$ cat src/ics_pkg.sv
package ics_pkg;

    // ********************************************************
    // timing
    // ********************************************************
    localparam int CLK_PERIOD_NS = 8;
    localparam int SCL_QUARTER_NS = 2500;
    localparam int SCL_QUARTER_CYC = SCL_QUARTER_NS / CLK_PERIOD_NS;
    localparam int TIMEOUT_US = 500;
    localparam int TIMEOUT_CYC = (TIMEOUT_US * 1000) / CLK_PERIOD_NS;

    // ********************************************************
    // status byte fields
    // ********************************************************
    localparam int ST_PENDING_BIT = 7;
    localparam int ST_TIMEOUT_BIT = 6;
    localparam int ST_STOP_SEEN_BIT = 5;
    localparam int ST_MISPLACED_BIT = 4;
    localparam int ST_ACK_BIT = 3;
    localparam int ST_ADDRESSED_BIT = 2;
    localparam int ST_ARB_LOST_BIT = 1;
    localparam int ST_BUS_IDLE_BIT = 0;
    localparam logic [7:0] STATUS_RESET = 8'h01;

    // ********************************************************
    // fifo and command defaults
    // ********************************************************
    localparam int RESP_FIFO_DEPTH = 4;
    localparam int RETRY_W = 4;

    typedef enum logic [2:0] {
        OP_ADDRESS_PHASE = 3'h0,
        OP_BYTE_WRITE = 3'h1,
        OP_BYTE_READ = 3'h2,
        OP_STOP = 3'h3,
        OP_REPEATED_START = 3'h4
    } ics_op_t;

    typedef struct packed {
        ics_op_t op;
        logic [7:0] byte_val;
        logic ack_disable_flag;
        logic [RETRY_W-1:0] address_retry_count;
    } ics_cmd_t;

    typedef struct packed {
        logic [7:0] status;
        logic [7:0] data;
    } ics_resp_t;

endpackage

$ cat src/ics_fifo.sv
`timescale 1ns/10ps
module ics_fifo #(
    parameter int WIDTH = 16,
    parameter int DEPTH = 4
) (
    input wire logic clk_sys,
    input wire logic nrst,
    input wire logic in_valid,
    output logic in_ready,
    input wire logic [WIDTH-1:0] in_data,
    output logic out_valid,
    input wire logic out_ready,
    output logic [WIDTH-1:0] out_data
);
    localparam int AW = (DEPTH > 1) ? $clog2(DEPTH) : 1;

    logic [WIDTH-1:0] mem_ff [DEPTH];
    logic [AW:0] wr_ptr_ff;
    logic [AW:0] rd_ptr_ff;
    logic [AW:0] fill;
    logic push;
    logic pop;

    // ********************************************************
    // occupancy
    // ********************************************************
    // extra pointer bit keeps full and empty apart
    assign fill = wr_ptr_ff - rd_ptr_ff;
    assign in_ready = (fill != (AW+1)'(DEPTH));
    assign out_valid = (fill != '0);
    assign push = in_valid && in_ready;
    assign pop = out_valid && out_ready;
    assign out_data = mem_ff[rd_ptr_ff[AW-1:0]];

    // storage, written only on push
    always_ff @(posedge clk_sys) begin
        if (push) begin
            mem_ff[wr_ptr_ff[AW-1:0]] <= in_data;
        end
    end

    // pointers wrap at depth
    always_ff @(posedge clk_sys) begin
        if (!nrst) begin
            wr_ptr_ff <= '0;
            rd_ptr_ff <= '0;
        end else begin
            if (push) begin
                if (wr_ptr_ff[AW-1:0] == AW'(DEPTH-1)) begin
                    wr_ptr_ff <= {~wr_ptr_ff[AW], {AW{1'b0}}};
                end else begin
                    wr_ptr_ff <= wr_ptr_ff + 1'b1;
                end
            end
            if (pop) begin
                if (rd_ptr_ff[AW-1:0] == AW'(DEPTH-1)) begin
                    rd_ptr_ff <= {~rd_ptr_ff[AW], {AW{1'b0}}};
                end else begin
                    rd_ptr_ff <= rd_ptr_ff + 1'b1;
                end
            end
        end
    end
endmodule

$ cat src/ics_sequencer.sv
`timescale 1ns/10ps
module ics_sequencer #(
    parameter int TIMEOUT_CYC = ics_pkg::TIMEOUT_CYC,
    parameter int QUARTER_CYC = ics_pkg::SCL_QUARTER_CYC,
    parameter int FIFO_DEPTH = ics_pkg::RESP_FIFO_DEPTH
) (
    input wire logic clk_sys,
    input wire logic nrst,
    input wire logic cmd_valid,
    output logic cmd_ready,
    input wire ics_pkg::ics_cmd_t cmd,
    output logic resp_valid,
    input wire logic resp_ready,
    output ics_pkg::ics_resp_t resp,
    output logic [7:0] transfer_status,
    input wire logic scl_i,
    output logic scl_o,
    output logic scl_oe,
    input wire logic sda_i,
    output logic sda_o,
    output logic sda_oe
);
    localparam int QW = $clog2(QUARTER_CYC + 1);
    localparam int TW = $clog2(TIMEOUT_CYC + 1);

    typedef enum logic [2:0] {
        S_IDLE = 3'h0,
        S_WAIT_FREE = 3'h1,
        S_START = 3'h2,
        S_BIT = 3'h3,
        S_STOP = 3'h4,
        S_RESP = 3'h5
    } ics_state_t;

    ics_state_t state_ff;
    ics_pkg::ics_cmd_t cmd_ff;
    logic [1:0] phase_ff;
    logic [QW-1:0] qcnt_ff;
    logic [3:0] bitcnt_ff;
    logic [7:0] shift_ff;
    logic [7:0] rx_ff;
    logic [ics_pkg::RETRY_W-1:0] tries_ff;
    logic tx_ff;
    logic retry_ff;
    logic scl_drive_ff;
    logic sda_drive_ff;
    logic ack_bit_ff;
    logic lost_ff;
    logic misplaced_ff;
    logic tmo_ff;
    logic [TW-1:0] tmo_cnt_ff;
    logic scl_meta_ff;
    logic scl_s_ff;
    logic sda_meta_ff;
    logic sda_s_ff;
    logic scl_prev_ff;
    logic sda_prev_ff;
    logic bus_idle_ff;
    logic [7:0] transfer_status_ff;
    logic tick;
    logic adv;
    logic start_det;
    logic stop_det;
    logic tmo_hit;
    logic err_hit;
    logic accept;
    logic fifo_in_ready;
    ics_pkg::ics_resp_t resp_word;

    // ********************************************************
    // pin synchronisers and bus monitor
    // ********************************************************
    // open drain: output level is always low, enable pulls the wire
    assign scl_o = 1'b0;
    assign sda_o = 1'b0;
    assign scl_oe = scl_drive_ff;
    assign sda_oe = sda_drive_ff;

    // two flops per pin plus a delayed copy for edge detection; the first stage feeds no logic
    always_ff @(posedge clk_sys) begin
        if (!nrst) begin
            scl_meta_ff <= 1'b1;
            scl_s_ff <= 1'b1;
            sda_meta_ff <= 1'b1;
            sda_s_ff <= 1'b1;
            scl_prev_ff <= 1'b1;
            sda_prev_ff <= 1'b1;
        end else begin
            scl_meta_ff <= scl_i;
            scl_s_ff <= scl_meta_ff;
            sda_meta_ff <= sda_i;
            sda_s_ff <= sda_meta_ff;
            scl_prev_ff <= scl_s_ff;
            sda_prev_ff <= sda_s_ff;
        end
    end

    // data edges while the clock line stays high are conditions
    assign start_det = scl_s_ff && scl_prev_ff && sda_prev_ff && !sda_s_ff;
    assign stop_det = scl_s_ff && scl_prev_ff && !sda_prev_ff && sda_s_ff;

    // bus idle flag follows any master, not just this one
    always_ff @(posedge clk_sys) begin
        if (!nrst) begin
            bus_idle_ff <= 1'b1;
        end else if (start_det) begin
            bus_idle_ff <= 1'b0;
        end else if (stop_det) begin
            bus_idle_ff <= 1'b1;
        end
    end

    // ********************************************************
    // bit timing
    // ********************************************************
    // a released clock held low by a slave stalls the phase (stretching)
    assign tick = (qcnt_ff == QW'(QUARTER_CYC - 1));
    assign adv = tick && (scl_drive_ff || scl_s_ff);

    // quarter period counter, parked while idle
    always_ff @(posedge clk_sys) begin
        if (!nrst) begin
            qcnt_ff <= '0;
        end else if (state_ff == S_IDLE || state_ff == S_WAIT_FREE) begin
            qcnt_ff <= '0;
        end else if (tick) begin
            if (adv) begin
                qcnt_ff <= '0;
            end
        end else begin
            qcnt_ff <= qcnt_ff + 1'b1;
        end
    end

    // ********************************************************
    // timeout and fault detection
    // ********************************************************
    // counts from acceptance; a stuck bus or long stretch ends the command
    always_ff @(posedge clk_sys) begin
        if (!nrst) begin
            tmo_cnt_ff <= '0;
        end else if (state_ff == S_IDLE || state_ff == S_RESP) begin
            tmo_cnt_ff <= '0;
        end else if (!tmo_hit) begin
            tmo_cnt_ff <= tmo_cnt_ff + 1'b1;
        end
    end

    assign tmo_hit = (tmo_cnt_ff == TW'(TIMEOUT_CYC - 1));
    assign err_hit = (state_ff == S_BIT) && (start_det || stop_det);
    assign accept = cmd_valid && cmd_ready;
    assign cmd_ready = (state_ff == S_IDLE);

    // ********************************************************
    // command sequencer
    // ********************************************************
    // faults release both lines at once so the bus is left free
    always_ff @(posedge clk_sys) begin
        if (!nrst) begin
            state_ff <= S_IDLE;
            cmd_ff <= '0;
            phase_ff <= 2'h0;
            bitcnt_ff <= 4'h0;
            shift_ff <= 8'h00;
            rx_ff <= 8'h00;
            tries_ff <= '0;
            tx_ff <= 1'b0;
            retry_ff <= 1'b0;
            scl_drive_ff <= 1'b0;
            sda_drive_ff <= 1'b0;
            ack_bit_ff <= 1'b0;
            lost_ff <= 1'b0;
            misplaced_ff <= 1'b0;
            tmo_ff <= 1'b0;
        end else if ((tmo_hit || err_hit) && state_ff != S_RESP && state_ff != S_IDLE) begin
            tmo_ff <= tmo_ff | tmo_hit;
            misplaced_ff <= misplaced_ff | err_hit;
            scl_drive_ff <= 1'b0;
            sda_drive_ff <= 1'b0;
            state_ff <= S_RESP;
        end else begin
            case (state_ff)
                S_IDLE: begin
                    if (accept) begin
                        cmd_ff <= cmd;
                        phase_ff <= 2'h0;
                        bitcnt_ff <= 4'h0;
                        retry_ff <= 1'b0;
                        lost_ff <= 1'b0;
                        misplaced_ff <= 1'b0;
                        tmo_ff <= 1'b0;
                        // a count of zero still makes one attempt
                        tries_ff <= (cmd.address_retry_count == '0) ? 
                            ics_pkg::RETRY_W'(1) : cmd.address_retry_count;
                        shift_ff <= cmd.byte_val;
                        case (cmd.op)
                            ics_pkg::OP_ADDRESS_PHASE: begin
                                state_ff <= S_WAIT_FREE;
                            end
                            ics_pkg::OP_REPEATED_START: begin
                                state_ff <= S_START;
                            end
                            ics_pkg::OP_BYTE_WRITE: begin
                                tx_ff <= 1'b1;
                                state_ff <= S_BIT;
                            end
                            ics_pkg::OP_BYTE_READ: begin
                                tx_ff <= 1'b0;
                                state_ff <= S_BIT;
                            end
                            ics_pkg::OP_STOP: begin
                                state_ff <= S_STOP;
                            end
                            default: begin
                                state_ff <= S_RESP;
                            end
                        endcase
                    end
                end
                S_WAIT_FREE: begin
                    if (bus_idle_ff) begin
                        phase_ff <= 2'h0;
                        state_ff <= S_START;
                    end
                end
                S_START: begin
                    // release data, release clock, data low, clock low;
                    // from an owned bus this is a repeated start, no stop
                    if (adv) begin
                        phase_ff <= phase_ff + 2'h1;
                        case (phase_ff)
                            2'h0: sda_drive_ff <= 1'b0;
                            2'h1: scl_drive_ff <= 1'b0;
                            2'h2: sda_drive_ff <= 1'b1;
                            default: begin
                                scl_drive_ff <= 1'b1;
                                shift_ff <= cmd_ff.byte_val;
                                tx_ff <= 1'b1;
                                bitcnt_ff <= 4'h0;
                                state_ff <= S_BIT;
                            end
                        endcase
                    end
                end
                S_BIT: begin
                    if (adv) begin
                        phase_ff <= phase_ff + 2'h1;
                        case (phase_ff)
                            2'h0: begin
                                if (bitcnt_ff != 4'h8) begin
                                    sda_drive_ff <= tx_ff && !shift_ff[7];
                                end else begin
                                    sda_drive_ff <= !tx_ff && !cmd_ff.ack_disable_flag;
                                end
                            end
                            2'h1: scl_drive_ff <= 1'b0;
                            2'h2: begin
                                if (bitcnt_ff != 4'h8) begin
                                    rx_ff <= {rx_ff[6:0], sda_s_ff};
                                    shift_ff <= {shift_ff[6:0], 1'b0};
                                    if (tx_ff && shift_ff[7] && !sda_s_ff) begin
                                        // another master pulled a released one low
                                        lost_ff <= 1'b1;
                                        sda_drive_ff <= 1'b0;
                                        state_ff <= S_RESP;
                                    end
                                end else if (tx_ff) begin
                                    ack_bit_ff <= sda_s_ff;
                                end else begin
                                    ack_bit_ff <= cmd_ff.ack_disable_flag;
                                end
                            end
                            default: begin
                                scl_drive_ff <= 1'b1;
                                if (bitcnt_ff == 4'h8) begin
                                    sda_drive_ff <= 1'b0;
                                    if ((cmd_ff.op == ics_pkg::OP_ADDRESS_PHASE ||
                                         cmd_ff.op == ics_pkg::OP_REPEATED_START) &&
                                        ack_bit_ff && tries_ff > ics_pkg::RETRY_W'(1)) begin
                                        tries_ff <= tries_ff - 1'b1;
                                        retry_ff <= 1'b1;
                                        state_ff <= S_STOP;
                                    end else begin
                                        state_ff <= S_RESP;
                                    end
                                end else begin
                                    bitcnt_ff <= bitcnt_ff + 4'h1;
                                end
                            end
                        endcase
                    end
                end
                S_STOP: begin
                    // clock low with data low, release clock, release data
                    if (adv) begin
                        phase_ff <= phase_ff + 2'h1;
                        case (phase_ff)
                            2'h0: begin
                                scl_drive_ff <= 1'b1;
                                sda_drive_ff <= 1'b1;
                            end
                            2'h1: scl_drive_ff <= 1'b0;
                            2'h2: sda_drive_ff <= 1'b0;
                            default: begin
                                if (retry_ff) begin
                                    retry_ff <= 1'b0;
                                    state_ff <= S_WAIT_FREE;
                                end else begin
                                    state_ff <= S_RESP;
                                end
                            end
                        endcase
                    end
                end
                S_RESP: begin
                    // a full answer queue stalls the sequencer here
                    if (fifo_in_ready) begin
                        state_ff <= S_IDLE;
                    end
                end
                default: begin
                    state_ff <= S_IDLE;
                end
            endcase
        end
    end

    // ********************************************************
    // status byte and answer queue
    // ********************************************************
    // answer word: status with pending clear, plus the received byte
    always_comb begin
        resp_word.status = 8'h00;
        resp_word.status[ics_pkg::ST_PENDING_BIT] = 1'b0;
        resp_word.status[ics_pkg::ST_TIMEOUT_BIT] = tmo_ff;
        resp_word.status[ics_pkg::ST_STOP_SEEN_BIT] = 1'b0;
        resp_word.status[ics_pkg::ST_MISPLACED_BIT] = misplaced_ff;
        resp_word.status[ics_pkg::ST_ACK_BIT] = ack_bit_ff;
        resp_word.status[ics_pkg::ST_ADDRESSED_BIT] = 1'b0;
        resp_word.status[ics_pkg::ST_ARB_LOST_BIT] = lost_ff;
        resp_word.status[ics_pkg::ST_BUS_IDLE_BIT] = bus_idle_ff;
        resp_word.data = rx_ff;
    end

    // live copy, pending high while any command is in flight
    always_ff @(posedge clk_sys) begin
        if (!nrst) begin
            transfer_status_ff <= ics_pkg::STATUS_RESET;
        end else begin
            transfer_status_ff <= resp_word.status;
            transfer_status_ff[ics_pkg::ST_PENDING_BIT] <= (state_ff != S_IDLE);
        end
    end

    assign transfer_status = transfer_status_ff;

    ics_fifo #(
        .WIDTH($bits(ics_pkg::ics_resp_t)),
        .DEPTH(FIFO_DEPTH)
    ) u_resp_fifo (
        .clk_sys(clk_sys),
        .nrst(nrst),
        .in_valid(state_ff == S_RESP),
        .in_ready(fifo_in_ready),
        .in_data(resp_word),
        .out_valid(resp_valid),
        .out_ready(resp_ready),
        .out_data(resp)
    );
endmodule

$ cat config.mk
export PLATFORM = sky130hd
export DESIGN_NAME = ics_sequencer
export DESIGN_NICKNAME = d
export VERILOG_FILES = /design/src/ics_pkg.sv /design/src/ics_fifo.sv /design/src/ics_sequencer.sv
export SDC_FILE = /design/constraint.sdc
export NUM_CORES = 1
export LEC_CHECK = 0
export ABC_CLOCK_PERIOD_IN_PS = 4240
export BUFFER_PORTS_ARGS = -buffer_cell sky130_fd_sc_hd__buf_2
export CAP_MARGIN = 20
export CORE_ASPECT_RATIO = 1.4
export CORE_UTILIZATION = 25
export DETAILED_ROUTE_END_ITERATION = 10
export GPL_ROUTABILITY_DRIVEN = 1
export HOLD_SLACK_MARGIN = 0.03
export MAX_ROUTING_LAYER = met4
export PLACE_DENSITY = 0.42
export SYNTH_ARGS = -nofsm -noshare
export SYNTH_HDL_FRONTEND = slang
export SYNTH_SLANG_ARGS = --single-unit
$ cat constraint.sdc
create_clock -name clk_sys -period 4.24 [get_ports clk_sys]
set_input_delay 0.424 -clock clk_sys [delete_from_list [all_inputs] [get_ports clk_sys]]
set_output_delay 0.424 -clock clk_sys [all_outputs]
set_load 0.05 [all_outputs]
==> results.txt, run 1 <==
- Worst setup skew after layout: 0.00863 ns
- The worst pin sits at a relative slew slack of 37.5%.
- Period utilization: 65.4%
- Power per standard cell area: 608 nW/um^2
* Hold Path Depth: 2
* Number of antenna-violating nets in the routed design: 0
- Top cells by area in the synthesized netlist: sky130_fd_sc_hd__dfxtp_1, sky130_fd_sc_hd__edfxtp_1, sky130_fd_sc_hd__mux2i_1, sky130_fd_sc_hd__mux4_2, sky130_fd_sc_hd__nor2_1
* Cell Count, Final, Fillers Out: 1001
- In the global route stage, overall resource usage came out at 12.4%.
* Hold path start: scl_i
* Detailed-routed wire length on met3: 465 um
- Post-synth ARST share: 0%
- For this run, design rule violations remaining after detail routing come to 0.
- Total count of hold-check failures in the final report: 0
- Metal1 wirelength: 6740 um
- The first detailed-routing pass ran for 4 iterations.
- In this run the tool buffered the top-level ports with 44 buffer cells.
* Yosys warns: 0
- Crit path launch type: flip-flop
- Sequential elements use 51.8% of the synthesized area.
- The startpoint identified for the worst register-to-register timing path is state_ff[2]$_SDFFE_PN0P_.
- The clock tree synthesis step divided the H-tree into 4 levels.
* Fmax achieved: 0.360 GHz
- Routability cong.: 0.782
- In this run, synthesis inferred 52 flip-flops with an integrated enable.
* Buffer and inverter count on the worst path: 0
- Post-CTS timing repair inserted 0 buffers for setup.
- The worst hold path terminates at scl_meta_ff$_SDFF_PN1_.
- Cell internal power was estimated by the tool at 3.06 mW.
- Unrepaired setup endpoints after global routing: no
- Total inserted antenna cells: 0
- The top cell type by area accounts for 28.3% of the synthesized area.
* Net count of the finished layout: 703
- Setup Crit Path Kind: flip-flop to flip-flop
* Maximum vdd ir drop: 0.200 mV
- Required time worst endpoint: 4.28 ns
- At the worst endpoint, the arrival time is 2.82 ns.
- Hold repair after CTS inserted 0 buffers.
- Path type of the worst min-delay path: input pin to flip-flop
- The tree built by TritonCTS fans out to 146 sinks.
* Area taken by flip-flops and latches: 3440 sq um
- Total number of vias: 4693
- Worst-Skew Late Latency: 0.42 ns
- Logic depth of the worst setup path including buffers: 4
- 52 I/O pins were placed.
- In this run the worst path has a maximum fanout of 21.
* Top routing layer in use: met4
- Number of core rows: 70
* Critical path's top delay family: simple AND/OR/NAND/NOR gates
- Slowest cell on the critical path: sky130_fd_sc_hd__dfxtp_1
- Number of global-route vias before repair: 4732
* Count of state elements after synthesis: 146
- Global-route wire length before repair: 25200 um
* Main flop type after synthesis: sky130_fd_sc_hd__dfxtp_1
* Core Box Area: 26100 sq um
- After detailed routing, the average wire length per cell comes to 15.7 um.
- After filler insertion, the fill cell instance count of the layout stands at 2693.
- Multi-input gate area in the final layout: 2990 sq um
- Routed via count divided by cell count: 4.69
- The cell area that synthesis handed to floorplanning was 6650 sq um.
* Reported leakage power: 2.83 nW
- Post-CTS repair changed the size of 0 cells.
- Count of final setup violators: 0
- Wirelength, routed: 15700 um
* CTS clock-pin slew for the worst setup and hold paths: 0.06 ns
* Number of CTS-inserted buffers: 17
- The worst register-to-register path has a depth of 4.
* Kind of capture point of the worst setup path: flip-flop
- Area enclosed by the die boundary: 27300 sq um
- Measured on the finished design, the core utilization comes to 29.8%.
- Maximum cell stage delay along the critical path: 0.83 ns
- Largest net degree at the start of global routing: 45
* Area Overhead vs Synth: 17.0%
- Height of the die: 195 um
* Synth area leader: sky130_fd_sc_hd__dfxtp_1
- Starting Density: 25.5%
* Result of the run: finished, final reports clean
- The total overflow left after global routing is 0.
- Summed over all nets, the switching power comes to 1.67 mW.
- Share of power burned in registers: 37.2%
- Final HPWL from detailed placement: 11100 um
- The initial antenna violation count is 0.
- The final-report max-slew violation count came to 0.
- CP Cell Sequence: nand2b_1, or2_2, o21ba_2, and2_1
- Including well taps, the total number of placed cells is 969.
- Mapped Avg Cell Area: 10.6 sq um
- Of the cells placed in the final design, the portion with a size suffix greater than 1 is 16.8%.
* Switching portion of total power: 35.3%
- The clock network accounts for 34.1% of the total power.
- No sink is reached through more buffers than the 2 on the longest clock path.
* CTS root buf: sky130_fd_sc_hd__clkbuf_16
- TritonCTS built the clock tree.
- Die width: 140 um
- At the pin with the least slew margin, the transition time is 0.936 ns.
* Max Cap Violations: 0
- Total negative slack: 0 ns
- In this run the register-to-register setup slack is 1.47 ns.
- Period minus WS final: 2.77 ns
- Netlist cell types: 72
* Detailed Route Iter0 Violations: 227
* Combinational group share of total power: 28.7%
* RR Endpoint: u_resp_fifo.mem_ff[3][3]$_DFFE_PP_
- Instance count of the mapped netlist: 625
* Met2 routed wirelength: 8200 um
cells in the final DEF (no fill, tap or decap), types with 16 or more instances in the layout:
master                      instances
sky130_fd_sc_hd__a21oi_1           37
sky130_fd_sc_hd__ha_1              17
sky130_fd_sc_hd__dfxtp_1           94
sky130_fd_sc_hd__edfxtp_1          52
sky130_fd_sc_hd__buf_2             44
sky130_fd_sc_hd__clkbuf_16         17
sky130_fd_sc_hd__nor2_1            72
sky130_fd_sc_hd__nand2_1           53
sky130_fd_sc_hd__nand3_1           23
sky130_fd_sc_hd__xnor2_1           16
sky130_fd_sc_hd__mux2i_1           31
sky130_fd_sc_hd__o21ai_0           18
registers in the layout (all words and copies together), names as in the netlist, 2 cells and up, named ones only:
name and count:
u_resp_fifo.wr_ptr_ff 3, rx_ff 8, u_resp_fifo.rd_ptr_ff 3, tries_ff 4, shift_ff 8, qcnt_ff 9, cmd_ff 11, phase_ff 2
bitcnt_ff 4, u_resp_fifo.mem_ff 52, transfer_status 6, state_ff 3, tmo_cnt_ff 16
worst register-to-register path: cells and delay by family, from the launching register on:
family,cells,cell delay (ns)
AND/OR/NAND/NOR,3,1.27
flip-flops,1,0.83
AO/OA/AOI/OAI,1,0.30
worst max-delay path by stage:
| stage | startpoint | to | slack (ns) |
|---|---|---|---|
| global route | state_ff[2]$_SDFFE_PN0P_ | u_resp_fifo.wr_ptr_ff[2]$_SDFFE_PN0P_ | 1.28 |
| global placement | state_ff[2]$_SDFFE_PN0P_ | u_resp_fifo.wr_ptr_ff[2]$_SDFFE_PN0P_ | 1.55 |
| CTS | state_ff[2]$_SDFFE_PN0P_ | u_resp_fifo.mem_ff[1][2]$_DFFE_PP_ | 1.46 |
| finish | state_ff[2]$_SDFFE_PN0P_ | u_resp_fifo.mem_ff[3][3]$_DFFE_PP_ | 1.47 |
| detailed placement | state_ff[2]$_SDFFE_PN0P_ | u_resp_fifo.mem_ff[1][10]$_DFFE_PP_ | 1.47 |
| floorplan | state_ff[2]$_SDFFE_PN0P_ | shift_ff[1]$_SDFFE_PN0P_ | 2.04 |
cells in the mapped netlist, types with 12 or more instances:
library cell	count
sky130_fd_sc_hd__inv_1	14
sky130_fd_sc_hd__nor3_1	12
sky130_fd_sc_hd__xor2_1	12
sky130_fd_sc_hd__clkbuf_1	17
sky130_fd_sc_hd__nand3_1	23
sky130_fd_sc_hd__edfxtp_1	52
sky130_fd_sc_hd__xnor2_1	16
sky130_fd_sc_hd__nand2_1	53
sky130_fd_sc_hd__dfxtp_1	94
sky130_fd_sc_hd__nand2b_1	13
sky130_fd_sc_hd__mux4_2	13
sky130_fd_sc_hd__nor2_1	72
sky130_fd_sc_hd__a21oi_1	37
sky130_fd_sc_hd__o21ai_0	18
sky130_fd_sc_hd__ha_1	17
sky130_fd_sc_hd__mux2i_1	31
through the flow:
| step | power [mW] | hold slack [ns] | setup slack [ns] | instance area [sq um] |
|---|---|---|---|---|
| 2_1_floorplan | 2.84 | 0.386 | 2.04 | 6670 |
| 3_3_place_gp | 3.13 | 0.395 | 1.55 | 7150 |
| 3_5_place_dp | 3.16 | 0.396 | 1.47 | 7150 |
| 4_1_cts | 4.78 | 0.169 | 1.46 | 7780 |
| 5_1_grt | 4.98 | 0.179 | 1.28 | 7780 |
| 6_report | 4.73 | 0.187 | 1.47 | 7780 |
final cells by class:
cell class                      count  area share (%)
Clock buffer                       18            5.52
Inverter                           15           0.724
Multi-Input combinational cell    436            38.5
Timing Repair Buffer               48            3.22
Sequential cell                   146            44.3
Tap cell                          324            5.21
Clock inverter                     14            2.59
routing by layer:
layer | global-route usage, % | up-vias
li1 | - | 2301
met3 | 2.87 | 20
met2 | 21.9 | 95
met1 | 13.3 | 2277
met5 | - | -
met4 | 5.01 | 0
power groups by stage:
stage | registers, mW | clock network, mW | logic (mW)
2_1_floorplan | 1.73 | 0 | 1.10
3_3_place_gp | 1.78 | 0 | 1.35
3_5_place_dp | 1.79 | 0 | 1.36
4_1_cts | 1.76 | 1.65 | 1.37
5_1_grt | 1.79 | 1.71 | 1.48
6_report | 1.76 | 1.61 | 1.36
kinds of logic (layout without fill, tap and decap cells):
family,after synthesis,count (layout),synth area share (%)
compound gates,103,103,10.0
xor+xnor,28,28,3.69
fa+ha+maj,17,17,3.20
buf+inv,49,95,3.56
flops,146,146,51.8
mux,44,44,9.07
other cells,1,7,0.0564
simple gates,237,237,18.6
Note: power is estimated with default switching activity, not from simulation.
==> run 2: changes to the inputs <==
Settings changed: ABC_CLOCK_PERIOD_IN_PS 4240 to 2400, PLACE_DENSITY 0.42 to 0.43.
Clock period 4.24 ns to 2.4 ns, I/O delays scaled along.
==> results.txt, run 2 (same netlist as run 1, synthesis figures left out) <==
* Core Box Area: 26100 sq um (unchanged)
* Area Overhead vs Synth: 19.8%
- Highest-count cells in the layout ignoring fill and taps: sky130_fd_sc_hd__dfxtp_1, sky130_fd_sc_hd__nor2_1, sky130_fd_sc_hd__nand2_1, sky130_fd_sc_hd__edfxtp_1, sky130_fd_sc_hd__buf_2
* Total number of vias: 4796 (+2.2%)
* Buffer and inverter count on the worst path: 2 (+2)
* Period utilization: 93.9% (+28 points)
* CTS clock-pin slew for the worst setup and hold paths: 0.06 ns (about the same)
- Clock Path Buffers: 2 (unchanged)
* Most congested layer reported by global routing: met2
- Port Buffer Count: 44 (unchanged)
- Global-route wire length before repair: 25700 um (+1.7%)
- Number of global-route vias before repair: 4778 (+0.97%)
- The initial antenna violation count was 2 (+2).
- The row count came to 70 (unchanged).
- The floorplan die area was 27300 sq um (unchanged).
* Routed via count divided by cell count: 4.67 (-0.39%)
- Starting Density: 25.5% (unchanged)
* Largest net degree at the start of global routing: 23 (-49%)
* Headroom to the max-slew limit: 54.7% (+17 points)
- Die width: 140 um (unchanged)
- Number of flip-flops under the largest register name: 52 (unchanged)
- The TritonCTS sink count is 146 (unchanged).
- Io pins: 52 (unchanged)
- The run finished with clean final reports.
- The DRC violation count after routing was 0 (unchanged).
* Number of fillers in the final layout: 2695 (+0.074%)
* Worst-Skew Late Latency: 0.43 ns (about the same)
- Kind of capture point of the worst setup path: flip-flop
- Unrepaired setup endpoints after global routing: no
* Highest net fanout along the worst path: 8 (-62%)
* DR pass1 iterations: 4 (unchanged)
- Total grt overflow: 0 (unchanged)
- TritonCTS built the clock tree.
* Final worst setup slack: 0.147 ns (-1.32 ns)
- The total wirelength of the detailed-routed design came to 16000 um (+2.1%).
- The DRC marker count from the first detailed-route iteration was 209 (-7.9%).
* Count of final setup violators: 0 (unchanged)
* Maximum vdd ir drop: 0.423 mV (+110%)
* Critical path's top delay family: simple AND/OR/NAND/NOR gates
* Commonest non-fill, non-tap cell in the layout: sky130_fd_sc_hd__dfxtp_1
- Worst-margin pin slew: 0.678 ns (-0.258 ns)
* Height of the die: 195 um (unchanged)
* Met3 track demand over resource: 3.68% (+0.81 points)
- STA classifies the critical path startpoint as a flip-flop.
* Number of antenna-violating nets in the routed design: 0 (unchanged)
* Power per standard cell area: 1050 nW/um^2 (+73%)
* CP Cell Sequence: inv_1, ha_1, nor2_1, o311ai_1, o31ai_1, buf_4, or3b_4, or2_0, a21oi_1
- Setup Crit Path Kind: flip-flop to flip-flop
- The ratio of cells with drive above 1 in the final layout came to 19.3% (+2.4 points).
- Slowest cell on the critical path: sky130_fd_sc_hd__or3b_4
- Net count of the finished layout: 727 (+3.4%)
- Max Cap Violations: 0 (unchanged)
* CTS root buf: sky130_fd_sc_hd__clkbuf_16
- Number of levels the H-tree was split into: 4 (unchanged)
- The fraction of met2 tracks used by global routing came to 21.5% (-0.35 points).
- The post-placement setup slack came to -0.0296 ns (-1.50 ns).
- The flop-to-flop setup slack came to 0.15 ns (-1.32 ns).
- The average wire per standard cell is 15.6 um (-0.53%).
* Global router's overall resource usage: 12.7% (+0.27 points)
- The hold violation count in the final report was 0 (unchanged).
- Reported leakage power: 2.93 nW (+3.7%)
* Required time worst endpoint: 2.74 ns (-1.54 ns)
* Path type of the worst min-delay path: input pin to flip-flop
- Critical Path AT: 2.59 ns (-0.23 ns)
* Max-slew violation total from the final report: 0 (unchanged)
- The final clock skew is 0.0112 ns (+0.00261 ns).
- The tightest hold margin was 0.0671 ns (-0.120 ns).
- Fmax achieved: 0.444 GHz (+23%)
- The clock period minus worst slack was 2.25 ns (-0.522 ns).
* Final core utilization: 30.5% (+0.73 points)
* Met1 Resource Use GR: 13.6% (+0.25 points)
- Final HPWL from detailed placement: 11600 um (+5.2%)
- Number of CTS-inserted buffers: 17 (unchanged)
- Maximum cell stage delay along the critical path: 0.42 ns (-0.41 ns)
- Routability cong.: 0.806 (+3.1%)
[run 2: worst min-delay path: stages]
cell and delay [ns]:
sky130_fd_sc_hd__buf_2 0.10, sky130_fd_sc_hd__nand2_1 0.05, sky130_fd_sc_hd__a21oi_1 0.05
[run 2: where the power goes]
| part | switching (mW) | internal [mW] |
|---|---|---|
| registers | 0.218 | 2.80 |
| clock network | 1.00 | 1.71 |
| logic | 1.69 | 0.965 |
[run 2: what timing repair did]
| action | in CTS | in global routing |
|---|---|---|
| hold buffers | 2 | 0 |
| pin swaps | 1 | 0 |
| buffers inserted | 1 | 0 |
| setup endpoints to repair | 3 | 5 |
| resized for setup | 1 | 3 |
| hold endpoints to repair | 2 | 0 |
[run 2: metrics by stage]
stage / area, sq um / TNS [ns] / power, mW / std cells
final: 7970 / 0 / 8.40 / 1027
after global routing: 7970 / 0 / 8.85 / 1027
after CTS: 7960 / 0 / 8.49 / 1025
after detailed placement: 7320 / -0.0296 / 5.72 / 990
after global placement: 7320 / 0 / 5.66 / 990
after floorplan: 6670 / 0 / 5.02 / 631
[run 2: area by class of cell]
cell class	instances	area (sq um)	share of cell area, %
Sequential cell	146	3440	43.2
Timing Repair Buffer	72	448	5.62
Tap cell	324	405	5.09
Multi-Input combinational cell	436	3000	37.7
Clock buffer	23	478	6.00
Inverter	15	56.3	0.707
Antenna cell	2	5.00	0.0628
Clock inverter	9	129	1.62
[run 2: per-layer routing]
metal / vias to the layer above / part of all wire, %
met5: - / 0
met4: 0 / 2.5
met3: 25 / 4.5
met2: 118 / 51
met1: 2302 / 42
li1: 2351 / -
[run 2: final timing paths]
| kind | startpoint | endpoint | cells past startpoint |
|---|---|---|---|
| worst max-delay path | tries_ff[0]$_SDFFE_PN0P_ | tries_ff[2]$_SDFFE_PN0P_ | 9 |
| worst min-delay path | cmd[9] | cmd_ff[9]$_SDFFE_PN0P_ | 3 |
| worst max register to register | tries_ff[0]$_SDFFE_PN0P_ | tries_ff[2]$_SDFFE_PN0P_ | 9 |
| worst min register to register | scl_meta_ff$_SDFF_PN1_ | scl_s_ff$_SDFF_PN1_ | 1 |
